## src/common/hsc_params.svh

```systemverilog
// hsc_params.svh: register offsets, field positions and reset values
// for the high-speed counter channel; assumes a byte-addressed APB map
`ifndef HSC_PARAMS_SVH
`define HSC_PARAMS_SVH

// ---------------------------------------------------------------
// register byte offsets
// ---------------------------------------------------------------
`define HSC_OFS_CTRL 8'h00
`define HSC_OFS_MODE 8'h04
`define HSC_OFS_ELO 8'h08
`define HSC_OFS_EHI 8'h0c
`define HSC_OFS_TLO 8'h10
`define HSC_OFS_THI 8'h14
`define HSC_OFS_MCMD 8'h18
`define HSC_OFS_STAT 8'h1c

// ---------------------------------------------------------------
// control word fields
// ---------------------------------------------------------------
`define HSC_CTRL_SWRST 0
`define HSC_CTRL_CNTDIS 1
`define HSC_CTRL_RSTDIS 2
`define HSC_CTRL_CANCEL 3
`define HSC_CTRL_HITCLR 4
`define HSC_CTRL_RST 16'h0000

// ---------------------------------------------------------------
// match command and limits
// ---------------------------------------------------------------
`define HSC_MCMD_IDX_W 9
`define HSC_MCMD_SET 9
`define HSC_OUT_LIMIT 300

`endif

```

## src/common/hsc_pkg.sv

```systemverilog
// hsc_pkg.sv: types shared by the high-speed counter channel
// assumes nothing beyond a SystemVerilog compiler
package hsc_pkg;

    // count modes, one-hot
    typedef enum logic [3:0] {
        HSC_TWO_PHASE = 4'h1,
        HSC_DECR = 4'h2,
        HSC_UPDN = 4'h4,
        HSC_INC_RST = 4'h8
    } hsc_mode_e;

    // match operation state, one-hot
    typedef enum logic [1:0] {
        HSC_IDLE = 2'h1,
        HSC_ARMED = 2'h2
    } hsc_state_e;

endpackage : hsc_pkg

```

## src/design/hsc_channel.sv

```systemverilog
// hsc_channel.sv: one high-speed counter channel with APB registers
// assumes pulse and reset inputs already synchronous to pclk
//
// How it works
// - count input edges; on reaching the target act on a chosen output
// - match-set drives the output high, match-clear drives it low
// - modes: two-phase, decremental, up/down inputs, incremental+reset
// - reset input rising edge stops counting and clears the count
// - reset input falling edge lets counting resume
// - control bit 2 disables the reset input
// - control bit 0 holds the counter in software reset
// - control bit 1 disables counting
// - control word settings persist until written again
// - control write may cancel a pending match and clear its flag
// - starting a match operation sets the in-progress flag
// - while in progress, further channel operations are refused
// - odd channel is unusable in two-phase mode, its pin pairs up
// - selected output index must lie below the output limit
// - elapsed value is 32 bits read as two 16-bit words
// - reset input exists only on channels 0 and 2
// - after software reset counting resumes only once bit 0 is zero
`timescale 1ns/100ps
`include "hsc_params.svh"
`default_nettype none

module hsc_channel
    import hsc_pkg::*;
#(
    parameter int CHAN_IDX = 0,
    parameter int NUM_OUT = `HSC_OUT_LIMIT
) (
    // clock and reset
    input wire logic pclk,
    input wire logic presetn,
    // apb slave
    input wire logic psel,
    input wire logic penable,
    input wire logic pwrite,
    input wire logic [7:0] paddr,
    input wire logic [31:0] pwdata,
    output logic [31:0] prdata,
    output logic pready,
    output logic pslverr,
    // pulse inputs
    input wire logic pulse_a,
    input wire logic pulse_b,
    input wire logic reset_in,
    // controlled outputs and status
    output logic [NUM_OUT-1:0] match_out,
    output logic in_progress
);

    // ---------------------------------------------------------------
    // declarations
    // ---------------------------------------------------------------
    localparam bit HAS_RST = (CHAN_IDX == 0) || (CHAN_IDX == 2);
    localparam int IW = `HSC_MCMD_IDX_W;
    logic [15:0] ctrl_q;
    hsc_mode_e mode_q;
    hsc_state_e state_q;
    logic [31:0] count_q, count_d, target_q;
    logic [IW-1:0] sel_q;
    logic set_q, hit_q, hold_q;
    logic a_q, b_q, r_q;
    logic [31:0] prdata_q;
    logic acc, wr, busy, known, refuse, ok_wr;
    logic w_ctrl, w_mode, w_elo, w_ehi, w_tlo, w_thi, w_mcmd;
    logic rst_rise, rst_fall, pair_blk, cnt_en, inc, dec;
    logic changed, hit;

    // ---------------------------------------------------------------
    // apb decode
    // ---------------------------------------------------------------
    // answer in the first access cycle; read data was captured at setup
    assign acc = psel & penable;
    assign wr = acc & pwrite;
    assign busy = (state_q == HSC_ARMED);
    assign known = (paddr[7:5] == 3'h0) && (paddr[1:0] == 2'h0);
    // match commands and elapsed writes are channel operations
    always_comb begin
        refuse = 1'b0;
        if (pwrite && busy && (paddr == `HSC_OFS_MCMD ||
            paddr == `HSC_OFS_ELO || paddr == `HSC_OFS_EHI)) begin
            refuse = 1'b1;
        end
        if (pwrite && paddr == `HSC_OFS_MCMD &&
            pwdata[IW-1:0] >= IW'(NUM_OUT)) begin
            refuse = 1'b1;
        end
        if (pwrite && paddr == `HSC_OFS_MODE &&
            !(pwdata[3:0] inside {HSC_TWO_PHASE, HSC_DECR,
                                 HSC_UPDN, HSC_INC_RST})) begin
            refuse = 1'b1;
        end
    end
    assign ok_wr = wr & known & ~refuse;
    assign w_ctrl = ok_wr && paddr == `HSC_OFS_CTRL;
    assign w_mode = ok_wr && paddr == `HSC_OFS_MODE;
    assign w_elo = ok_wr && paddr == `HSC_OFS_ELO;
    assign w_ehi = ok_wr && paddr == `HSC_OFS_EHI;
    assign w_tlo = ok_wr && paddr == `HSC_OFS_TLO;
    assign w_thi = ok_wr && paddr == `HSC_OFS_THI;
    assign w_mcmd = ok_wr && paddr == `HSC_OFS_MCMD;
    assign pready = acc;
    assign pslverr = acc & (~known | refuse);
    assign prdata = prdata_q;

    // read data captured in the setup cycle so it comes from a flop
    always_ff @(posedge pclk or negedge presetn) begin
        if (!presetn) begin
            prdata_q <= 32'h0000_0000;
        end else if (psel && !penable && !pwrite) begin
            case (paddr)
                `HSC_OFS_MODE: prdata_q <= {28'h000_0000, mode_q};
                `HSC_OFS_ELO: prdata_q <= {16'h0000, count_q[15:0]};
                `HSC_OFS_EHI: prdata_q <= {16'h0000, count_q[31:16]};
                `HSC_OFS_TLO: prdata_q <= {16'h0000, target_q[15:0]};
                `HSC_OFS_THI: prdata_q <= {16'h0000, target_q[31:16]};
                `HSC_OFS_MCMD: prdata_q <= {22'h00_0000, set_q, sel_q};
                `HSC_OFS_STAT: prdata_q <= {30'h0, hit_q, busy};
                default: prdata_q <= 32'h0000_0000;
            endcase
        end
    end

    // ---------------------------------------------------------------
    // configuration registers
    // ---------------------------------------------------------------
    // control word is write-only and stays as written
    always_ff @(posedge pclk or negedge presetn) begin
        if (!presetn) begin
            ctrl_q <= `HSC_CTRL_RST;
            mode_q <= HSC_INC_RST;
            target_q <= 32'h0000_0000;
        end else begin
            if (w_ctrl) begin
                ctrl_q <= pwdata[15:0];
            end
            if (w_mode) begin
                mode_q <= hsc_mode_e'(pwdata[3:0]);
            end
            if (w_tlo) begin
                target_q[15:0] <= pwdata[15:0];
            end
            if (w_thi) begin
                target_q[31:16] <= pwdata[15:0];
            end
        end
    end

    // ---------------------------------------------------------------
    // input edges and reset input
    // ---------------------------------------------------------------
    always_ff @(posedge pclk or negedge presetn) begin
        if (!presetn) begin
            a_q <= 1'b0;
            b_q <= 1'b0;
            r_q <= 1'b0;
        end else begin
            a_q <= pulse_a;
            b_q <= pulse_b;
            r_q <= reset_in;
        end
    end

    // reset input absent on channels other than 0 and 2
    assign rst_rise = HAS_RST & reset_in & ~r_q &
                      ~ctrl_q[`HSC_CTRL_RSTDIS];
    assign rst_fall = HAS_RST & ~reset_in & r_q &
                      ~ctrl_q[`HSC_CTRL_RSTDIS];

    // hold keeps counting off between the two reset-input edges
    always_ff @(posedge pclk or negedge presetn) begin
        if (!presetn) begin
            hold_q <= 1'b0;
        end else if (rst_rise) begin
            hold_q <= 1'b1;
        end else if (rst_fall) begin
            hold_q <= 1'b0;
        end
    end

    // ---------------------------------------------------------------
    // count step per mode
    // ---------------------------------------------------------------
    // an odd channel lends its pin to the even one in two-phase mode
    assign pair_blk = (CHAN_IDX % 2 == 1) && (mode_q == HSC_TWO_PHASE);
    assign cnt_en = ~ctrl_q[`HSC_CTRL_SWRST] &
                    ~ctrl_q[`HSC_CTRL_CNTDIS] & ~hold_q & ~pair_blk;
    always_comb begin
        inc = 1'b0;
        dec = 1'b0;
        case (mode_q)
            HSC_TWO_PHASE: begin
                // gray step forward when A leads, backward when B leads
                case ({a_q, b_q, pulse_a, pulse_b})
                    4'h2, 4'hb, 4'hd, 4'h4: inc = 1'b1;
                    4'h1, 4'h7, 4'he, 4'h8: dec = 1'b1;
                    default: ;
                endcase
            end
            HSC_DECR: dec = pulse_a & ~a_q;
            HSC_UPDN: begin
                // both edges together cancel out
                inc = pulse_a & ~a_q & ~(pulse_b & ~b_q);
                dec = pulse_b & ~b_q & ~(pulse_a & ~a_q);
            end
            HSC_INC_RST: inc = pulse_a & ~a_q;
            default: ;
        endcase
    end

    // ---------------------------------------------------------------
    // elapsed value
    // ---------------------------------------------------------------
    always_comb begin
        count_d = count_q;
        if (ctrl_q[`HSC_CTRL_SWRST] || rst_rise) begin
            count_d = 32'h0000_0000;
        end else if (w_elo) begin
            count_d = {count_q[31:16], pwdata[15:0]};
        end else if (w_ehi) begin
            count_d = {pwdata[15:0], count_q[15:0]};
        end else if (cnt_en && inc) begin
            count_d = count_q + 32'h0000_0001;
        end else if (cnt_en && dec) begin
            count_d = count_q - 32'h0000_0001;
        end
    end
    always_ff @(posedge pclk or negedge presetn) begin
        if (!presetn) begin
            count_q <= 32'h0000_0000;
        end else begin
            count_q <= count_d;
        end
    end

    // ---------------------------------------------------------------
    // match operation
    // ---------------------------------------------------------------
    // compare the new value only when it moves, so a parked count
    // equal to the target does not fire a freshly armed match
    assign changed = (count_d != count_q);
    assign hit = busy && changed && (count_d == target_q);

    always_ff @(posedge pclk or negedge presetn) begin
        if (!presetn) begin
            state_q <= HSC_IDLE;
            sel_q <= '0;
            set_q <= 1'b0;
        end else begin
            case (state_q)
                HSC_IDLE: begin
                    if (w_mcmd) begin
                        state_q <= HSC_ARMED;
                        sel_q <= pwdata[IW-1:0];
                        set_q <= pwdata[`HSC_MCMD_SET];
                    end
                end
                HSC_ARMED: begin
                    if (hit || (w_ctrl && pwdata[`HSC_CTRL_CANCEL])) begin
                        state_q <= HSC_IDLE;
                    end
                end
                default: state_q <= HSC_IDLE;
            endcase
        end
    end
    assign in_progress = state_q[1];

    // outputs move only on a match; elsewhere they keep their level
    always_ff @(posedge pclk or negedge presetn) begin
        if (!presetn) begin
            match_out <= '0;
        end else if (hit) begin
            match_out[sel_q] <= set_q;
        end
    end

    // sticky match flag; a new match beats a clear in the same cycle
    always_ff @(posedge pclk or negedge presetn) begin
        if (!presetn) begin
            hit_q <= 1'b0;
        end else if (hit) begin
            hit_q <= 1'b1;
        end else if (w_ctrl && pwdata[`HSC_CTRL_HITCLR]) begin
            hit_q <= 1'b0;
        end
    end

    // ---------------------------------------------------------------
    // assertions
    // ---------------------------------------------------------------
    AST_SET_HIGH: assert property (@(posedge pclk) disable iff (!presetn)
        hit && set_q |=> match_out[$past(sel_q)] && !in_progress)
        else $error("match-set did not drive output high");
    AST_CLR_LOW: assert property (@(posedge pclk) disable iff (!presetn)
        hit && !set_q |=> !match_out[$past(sel_q)])
        else $error("match-clear did not drive output low");
    AST_RST_RISE: assert property (@(posedge pclk) disable iff (!presetn)
        rst_rise |=> count_q == 32'h0000_0000 && hold_q)
        else $error("reset input rise did not clear and stop");
    AST_RST_FALL: assert property (@(posedge pclk) disable iff (!presetn)
        hold_q && rst_fall |=> !hold_q ##0 (cnt_en == (~pair_blk &
        ~ctrl_q[`HSC_CTRL_SWRST] & ~ctrl_q[`HSC_CTRL_CNTDIS])))
        else $error("reset input fall did not re-enable");
    AST_RST_OFF: assert property (@(posedge pclk) disable iff (!presetn)
        ctrl_q[`HSC_CTRL_RSTDIS] && !hold_q |=> !hold_q)
        else $error("disabled reset input still acted");
    AST_SWRST: assert property (@(posedge pclk) disable iff (!presetn)
        ctrl_q[`HSC_CTRL_SWRST] |=> count_q == 32'h0000_0000)
        else $error("software reset left a nonzero count");
    AST_CNT_OFF: assert property (@(posedge pclk) disable iff (!presetn)
        ctrl_q[`HSC_CTRL_CNTDIS] && !ctrl_q[`HSC_CTRL_SWRST] && !w_elo &&
        !w_ehi && !rst_rise |=> count_q == $past(count_q))
        else $error("count moved while disabled");
    AST_BUSY_SET: assert property (@(posedge pclk) disable iff (!presetn)
        w_mcmd |=> in_progress ##0 sel_q == $past(pwdata[IW-1:0]))
        else $error("match start did not set in-progress");
    AST_REFUSE: assert property (@(posedge pclk) disable iff (!presetn)
        wr && in_progress && paddr == `HSC_OFS_MCMD
        |-> pslverr ##1 sel_q == $past(sel_q))
        else $error("operation accepted while in progress");
    AST_QUAD_UP: assert property (@(posedge pclk) disable iff (!presetn)
        mode_q == HSC_TWO_PHASE && cnt_en && !a_q && !b_q && pulse_a &&
        !pulse_b && !w_elo && !w_ehi && !rst_rise
        |=> count_q == $past(count_q) + 32'h0000_0001)
        else $error("quadrature step A-leads did not count up");

endmodule : hsc_channel

`default_nettype wire

```

## config.mk

```make
export PLATFORM = sky130hd
export DESIGN_NAME = hsc_channel
export DESIGN_NICKNAME = d
export VERILOG_FILES = /design/src/common/hsc_pkg.sv /design/src/design/hsc_channel.sv
export VERILOG_INCLUDE_DIRS = /design/src /design/src/common
export SDC_FILE = /design/constraint.sdc
export NUM_CORES = 1
export LEC_CHECK = 0
export BUFFER_PORTS_ARGS = -buffer_cell sky130_fd_sc_hd__buf_2
export CAP_MARGIN = 10
export CORE_UTILIZATION = 49
export CTS_BUF_LIST = sky130_fd_sc_hd__clkbuf_2 sky130_fd_sc_hd__clkbuf_4 sky130_fd_sc_hd__clkbuf_8
export CTS_CLUSTER_DIAMETER = 40
export DETAILED_ROUTE_END_ITERATION = 8
export PLACE_DENSITY = 0.7
export SYNTH_ARGS = -nofsm -noshare
export SYNTH_HDL_FRONTEND = slang
export SYNTH_SLANG_ARGS = --single-unit
```

## constraint.sdc

```tcl
create_clock -name pclk -period 4.7 [get_ports pclk]
set_input_delay 0.94 -clock pclk [delete_from_list [all_inputs] [get_ports pclk]]
set_output_delay 0.94 -clock pclk [all_outputs]
set_load 0.02 [all_outputs]
```

==> results by group <==
Critical path
  – Nature of the critical path startpoint: flip-flop
  – CP Capture Type: flip-flop
  – CP Cell Sequence: buf_6 -> nor4b_4 -> or3b_4 -> and3_4 -> o32a_4 -> o21a_1 -> o31a_1 -> a211oi_2 -> buf_4 -> nand4_1 -> buf_4 -> nor4_4 -> buf_6 -> buf_12 -> buf_16 -> buf_12 -> clkbuf_16 -> nand4_2 -> mux2_4
  – Data arrival time of the worst path: 5.32 ns
  – Critical Path Max Stage Delay: roughly 0.45 ns
  – Crit path required time: 5.30 ns
  – Critical-path top delay cell: or3b_4
  – Critical path type: reg2reg
  – Crit Path Max Fanout: 6

Route
  – Drt drc: 0
  – Initial DRC Count: ~3100
  – Vias: approximately 27000
  – WL/cell: 30.2 µm
  – Router iterations before antenna repair: 6
  – Detail Route Antenna Nets: 0
  – Total Wirelength: 122 mm
  – Via density: around 6.6

Global route
  – Initial antenna violation count: 11
  – Largest net degree at the start of global routing: between 100 and 150
  – Grt ovf: 0
  – GRT Util Overall: slightly above 40%
  – First-pass GRT wire length: ~170 mm
  – Vias in the first global route: about 25000

Power and ir drop
  – Total power: 9.17 mW
  – Sw frac: about 28%
  – Sequential share of power: 38.4%
  – Pwr dens: approximately 260 nW/µm²
  – NetSw: about 2.6 mW
  – Peak supply drop: between 200 and 300 µV
  – Leakage power: approximately 18 nW
  – Pint: between 6 and 7 mW
  – Logic gate share of total power: between 10% and 20%
  – Power share of the clock group: between 40% and 50%

Clock network
  – Worst-path clk slew: ~0.07 ns
  – H-tree depth: 3
  – Num CTS Buffers: 84
  – Hold Buf Count CTS: 0
  – CTS tree: done
  – Clock latency on the worst-skew pair: a little over 0.7 ns
  – Clock Path Buffers: 3
  – CTS sink count: slightly above 400
  – Clk root buf: clkbuf_8

Cells and area
  – Most common cell after layout, fill and taps aside: buf_4
  – Commonest non-fill, non-tap cells in the layout: buf_4 (397), dfrtp_1 (396), nor3_1 (349), buf_2 (349), mux2_4 (290)
  – Final nets: about 3300
  – Design Area, Final: ~36000 µm²
  – Share of layout cells above drive strength 1: about half
  – Synth-to-layout area growth: 27.3%

Place
  – Dpl cell area: between 30000 and 40000 µm²
  – Gpl congestion: approximately 1.1
  – # port buffers: 350
  – Hpwl dp: approximately 87 mm

Floorplan
  – Io pins: about 380
  – Core ar.: about 56000 µm²
  – Die H: between 200 and 250 µm
  – Row count: slightly below 90
  – Die ar.: 58000 µm²
  – Die width: approximately 240 µm
  – Initial Utilization: about half

Min path
  – HP Class: in2async

Outcome
  – Failing checks: negative setup slack
  – Status: finished with violations

Timing
  – RSZ-0062 raised after global routing: yes
  – Highest clock rate: ~210 MHz
  – Worst slew margin: between 20 and 25%
  – Final setup fails: 4
  – Crit share post-route: 100%
  – Fin. max-slew vios: 0
  – Tmin final: around 4.7 ns
  – Clk_skew: approximately 0.049 ns
  – Final hold violations: 0
  – Final worst setup slack: -0.0129 ns
  – Worst hold slack: between 0.2 and 0.3 ns
  – Worst slew pin tran: roughly 1.2 ns

Synthesis
  – Yosys top cell area share: a little over a third
  – Post-Syn Area: approximately 28000 µm²
  – Seq/Total Area, Yosys: between 30% and 40%
  – EDFF count, synth: 0
  – Synth Warn #: 0
  – Top post-synthesis cells by area: dfrtp_1 (36%), mux2_4 (16%), nand4_2 (13%), nor3_1 (6.3%), clkbuf_1 (2.5%)
  – Synthesized flop and latch total: between 400 and 500
  – Synth cell types: slightly above 90
  – Post-Synthesis Cells: ~2600
  – Synth Area per Inst: approximately 11 µm²
  – Ys async rst share: 100%
  – Synth area leader: dfrtp_1
  – Primary FF master, synth: dfrtp_1

Job
  – Max capacitance violation total: 0
-- critical path, delay by kind of cell, from the launching register on --
family                 cells  cell delay, ns
AOI/OAI and AO/OA          4            1.28
buffers and inverters      8            1.18
DFF                        1            0.39
muxes                      1            0.33
and+or+nand+nor            6            1.40
-- cells in the mapped netlist (8+ instances only) --
master / n
a211oi_1: 24
a21o_1: 10
a21oi_1: 60
a221oi_1: 10
a222oi_1: 16
a22oi_1: 18
a31oi_1: 9
a32oi_1: 11
and2_1: 13
and3_1: 12
and4_1: 8
buf_1: 27
buf_12: 32
buf_2: 51
buf_4: 39
clkbuf_1: 185
dfrtp_1: 402
inv_1: 32
mux2_1: 10
mux2_2: 25
mux2_4: 290
mux2i_1: 13
nand2_1: 146
nand2b_1: 21
nand3_1: 43
nand4_1: 37
nand4_2: 290
nor2_1: 98
nor3_1: 353
nor3b_1: 11
nor4_1: 27
o211ai_1: 10
o21ai_0: 74
o22ai_1: 15
o32ai_1: 8
or2_2: 20
or3_1: 17
or4_1: 11
xnor2_1: 9
xor2_1: 10
-- through the flow --
step | std cells | util [%] | TNS, ns | setup slack (ns)
global route | 4041 | 63.1 | -7.49 | -0.100
finish | 4044 | 63.1 | -0.0302 | -0.0129
detailed placement | 3859 | 57.8 | -194.88 | -0.751
floorplan | 2648 | - | 0 | 0.148
CTS | 4031 | 62.4 | 0 | 0.00138
global placement | 3859 | 57.8 | -223.39 | -0.796
-- power groups by stage --
stage                     clock network [mW]  logic, mW  registers, mW
after global routing                    4.79       1.12           3.52
after floorplan                            0      0.551           3.56
after CTS                               4.60       1.03           3.51
final                                   4.58       1.07           3.52
after detailed placement                   0       1.02           3.57
after global placement                     0       1.00           3.58
-- per-layer routing --
| layer | vias to the layer above | global-route usage (%) | wire (µm) |
|---|---|---|---|
| met4 | 4 | 22.9 | 7190 |
| met3 | 442 | 8.98 | 11800 |
| li1 | 11100 | - | - |
| met1 | 13200 | 55.3 | 49900 |
| met5 | - | 0 | 28 |
| met2 | 1735 | 60.6 | 53200 |
-- cell type report --
type	count	area [µm²]
inverters	32	120
fillers	4403	20800
clock buffers	110	1410
diodes	5	12.5
multi-input cells	1876	16100
well taps	756	946
flip-flops and latches	404	10100
clock inverters	44	634
repair buffers	817	6230
-- flip-flops by register name, indices dropped and copies added, names as in the netlist --
register,flops
match_out,300
count_q,32
target_q,32
prdata,16
sel_q,9
mode_q,4
ctrl_q,3
state_q,2
a_q,1
b_q,1
hit_q,1
hold_q,1
r_q,1
set_q,1
-- path summary, 6_finish.rpt --
path	slack, ns	start	endpoint	depth (start not counted)
min in group pclk	0.39	pulse_b	b_q	1
min reg2reg	0.48	prdata[12]	prdata[12]	1
max	-0.01	mode_q[3]	match_out[113]	19
max reg2reg	-0.01	mode_q[3]	match_out[113]	19
min	0.30	presetn	match_out[293]	1
max in group asynchronous	3.28	presetn	match_out[164]	2
-- logic make-up (layout without fill, tap and decap cells) --
logic type      count (synthesis)  after routing  synth area share [%]
other cells                     1             21                0.0134
fa+ha+maj                       2              2                0.0896
compound gates                348            348                  8.87
flops                         404            404                  36.2
mux                           338            338                  17.5
simple gates                 1153           1153                  29.2
buf+inv                       368           1003                  7.61
xor+xnor                       19             19                 0.596
-- what timing repair did --
| item | in CTS | in global routing |
|---|---|---|
| endpoints found under the setup margin | 303 | 303 |
| setup buffers | 10 | 4 |
| resized for setup | 56 | 39 |
| cloned | 8 | 5 |
| pin swaps | 11 | 5 |
| hold endpoints to repair | 0 | 0 |
Note: power is estimated with default switching activity, not from simulation.
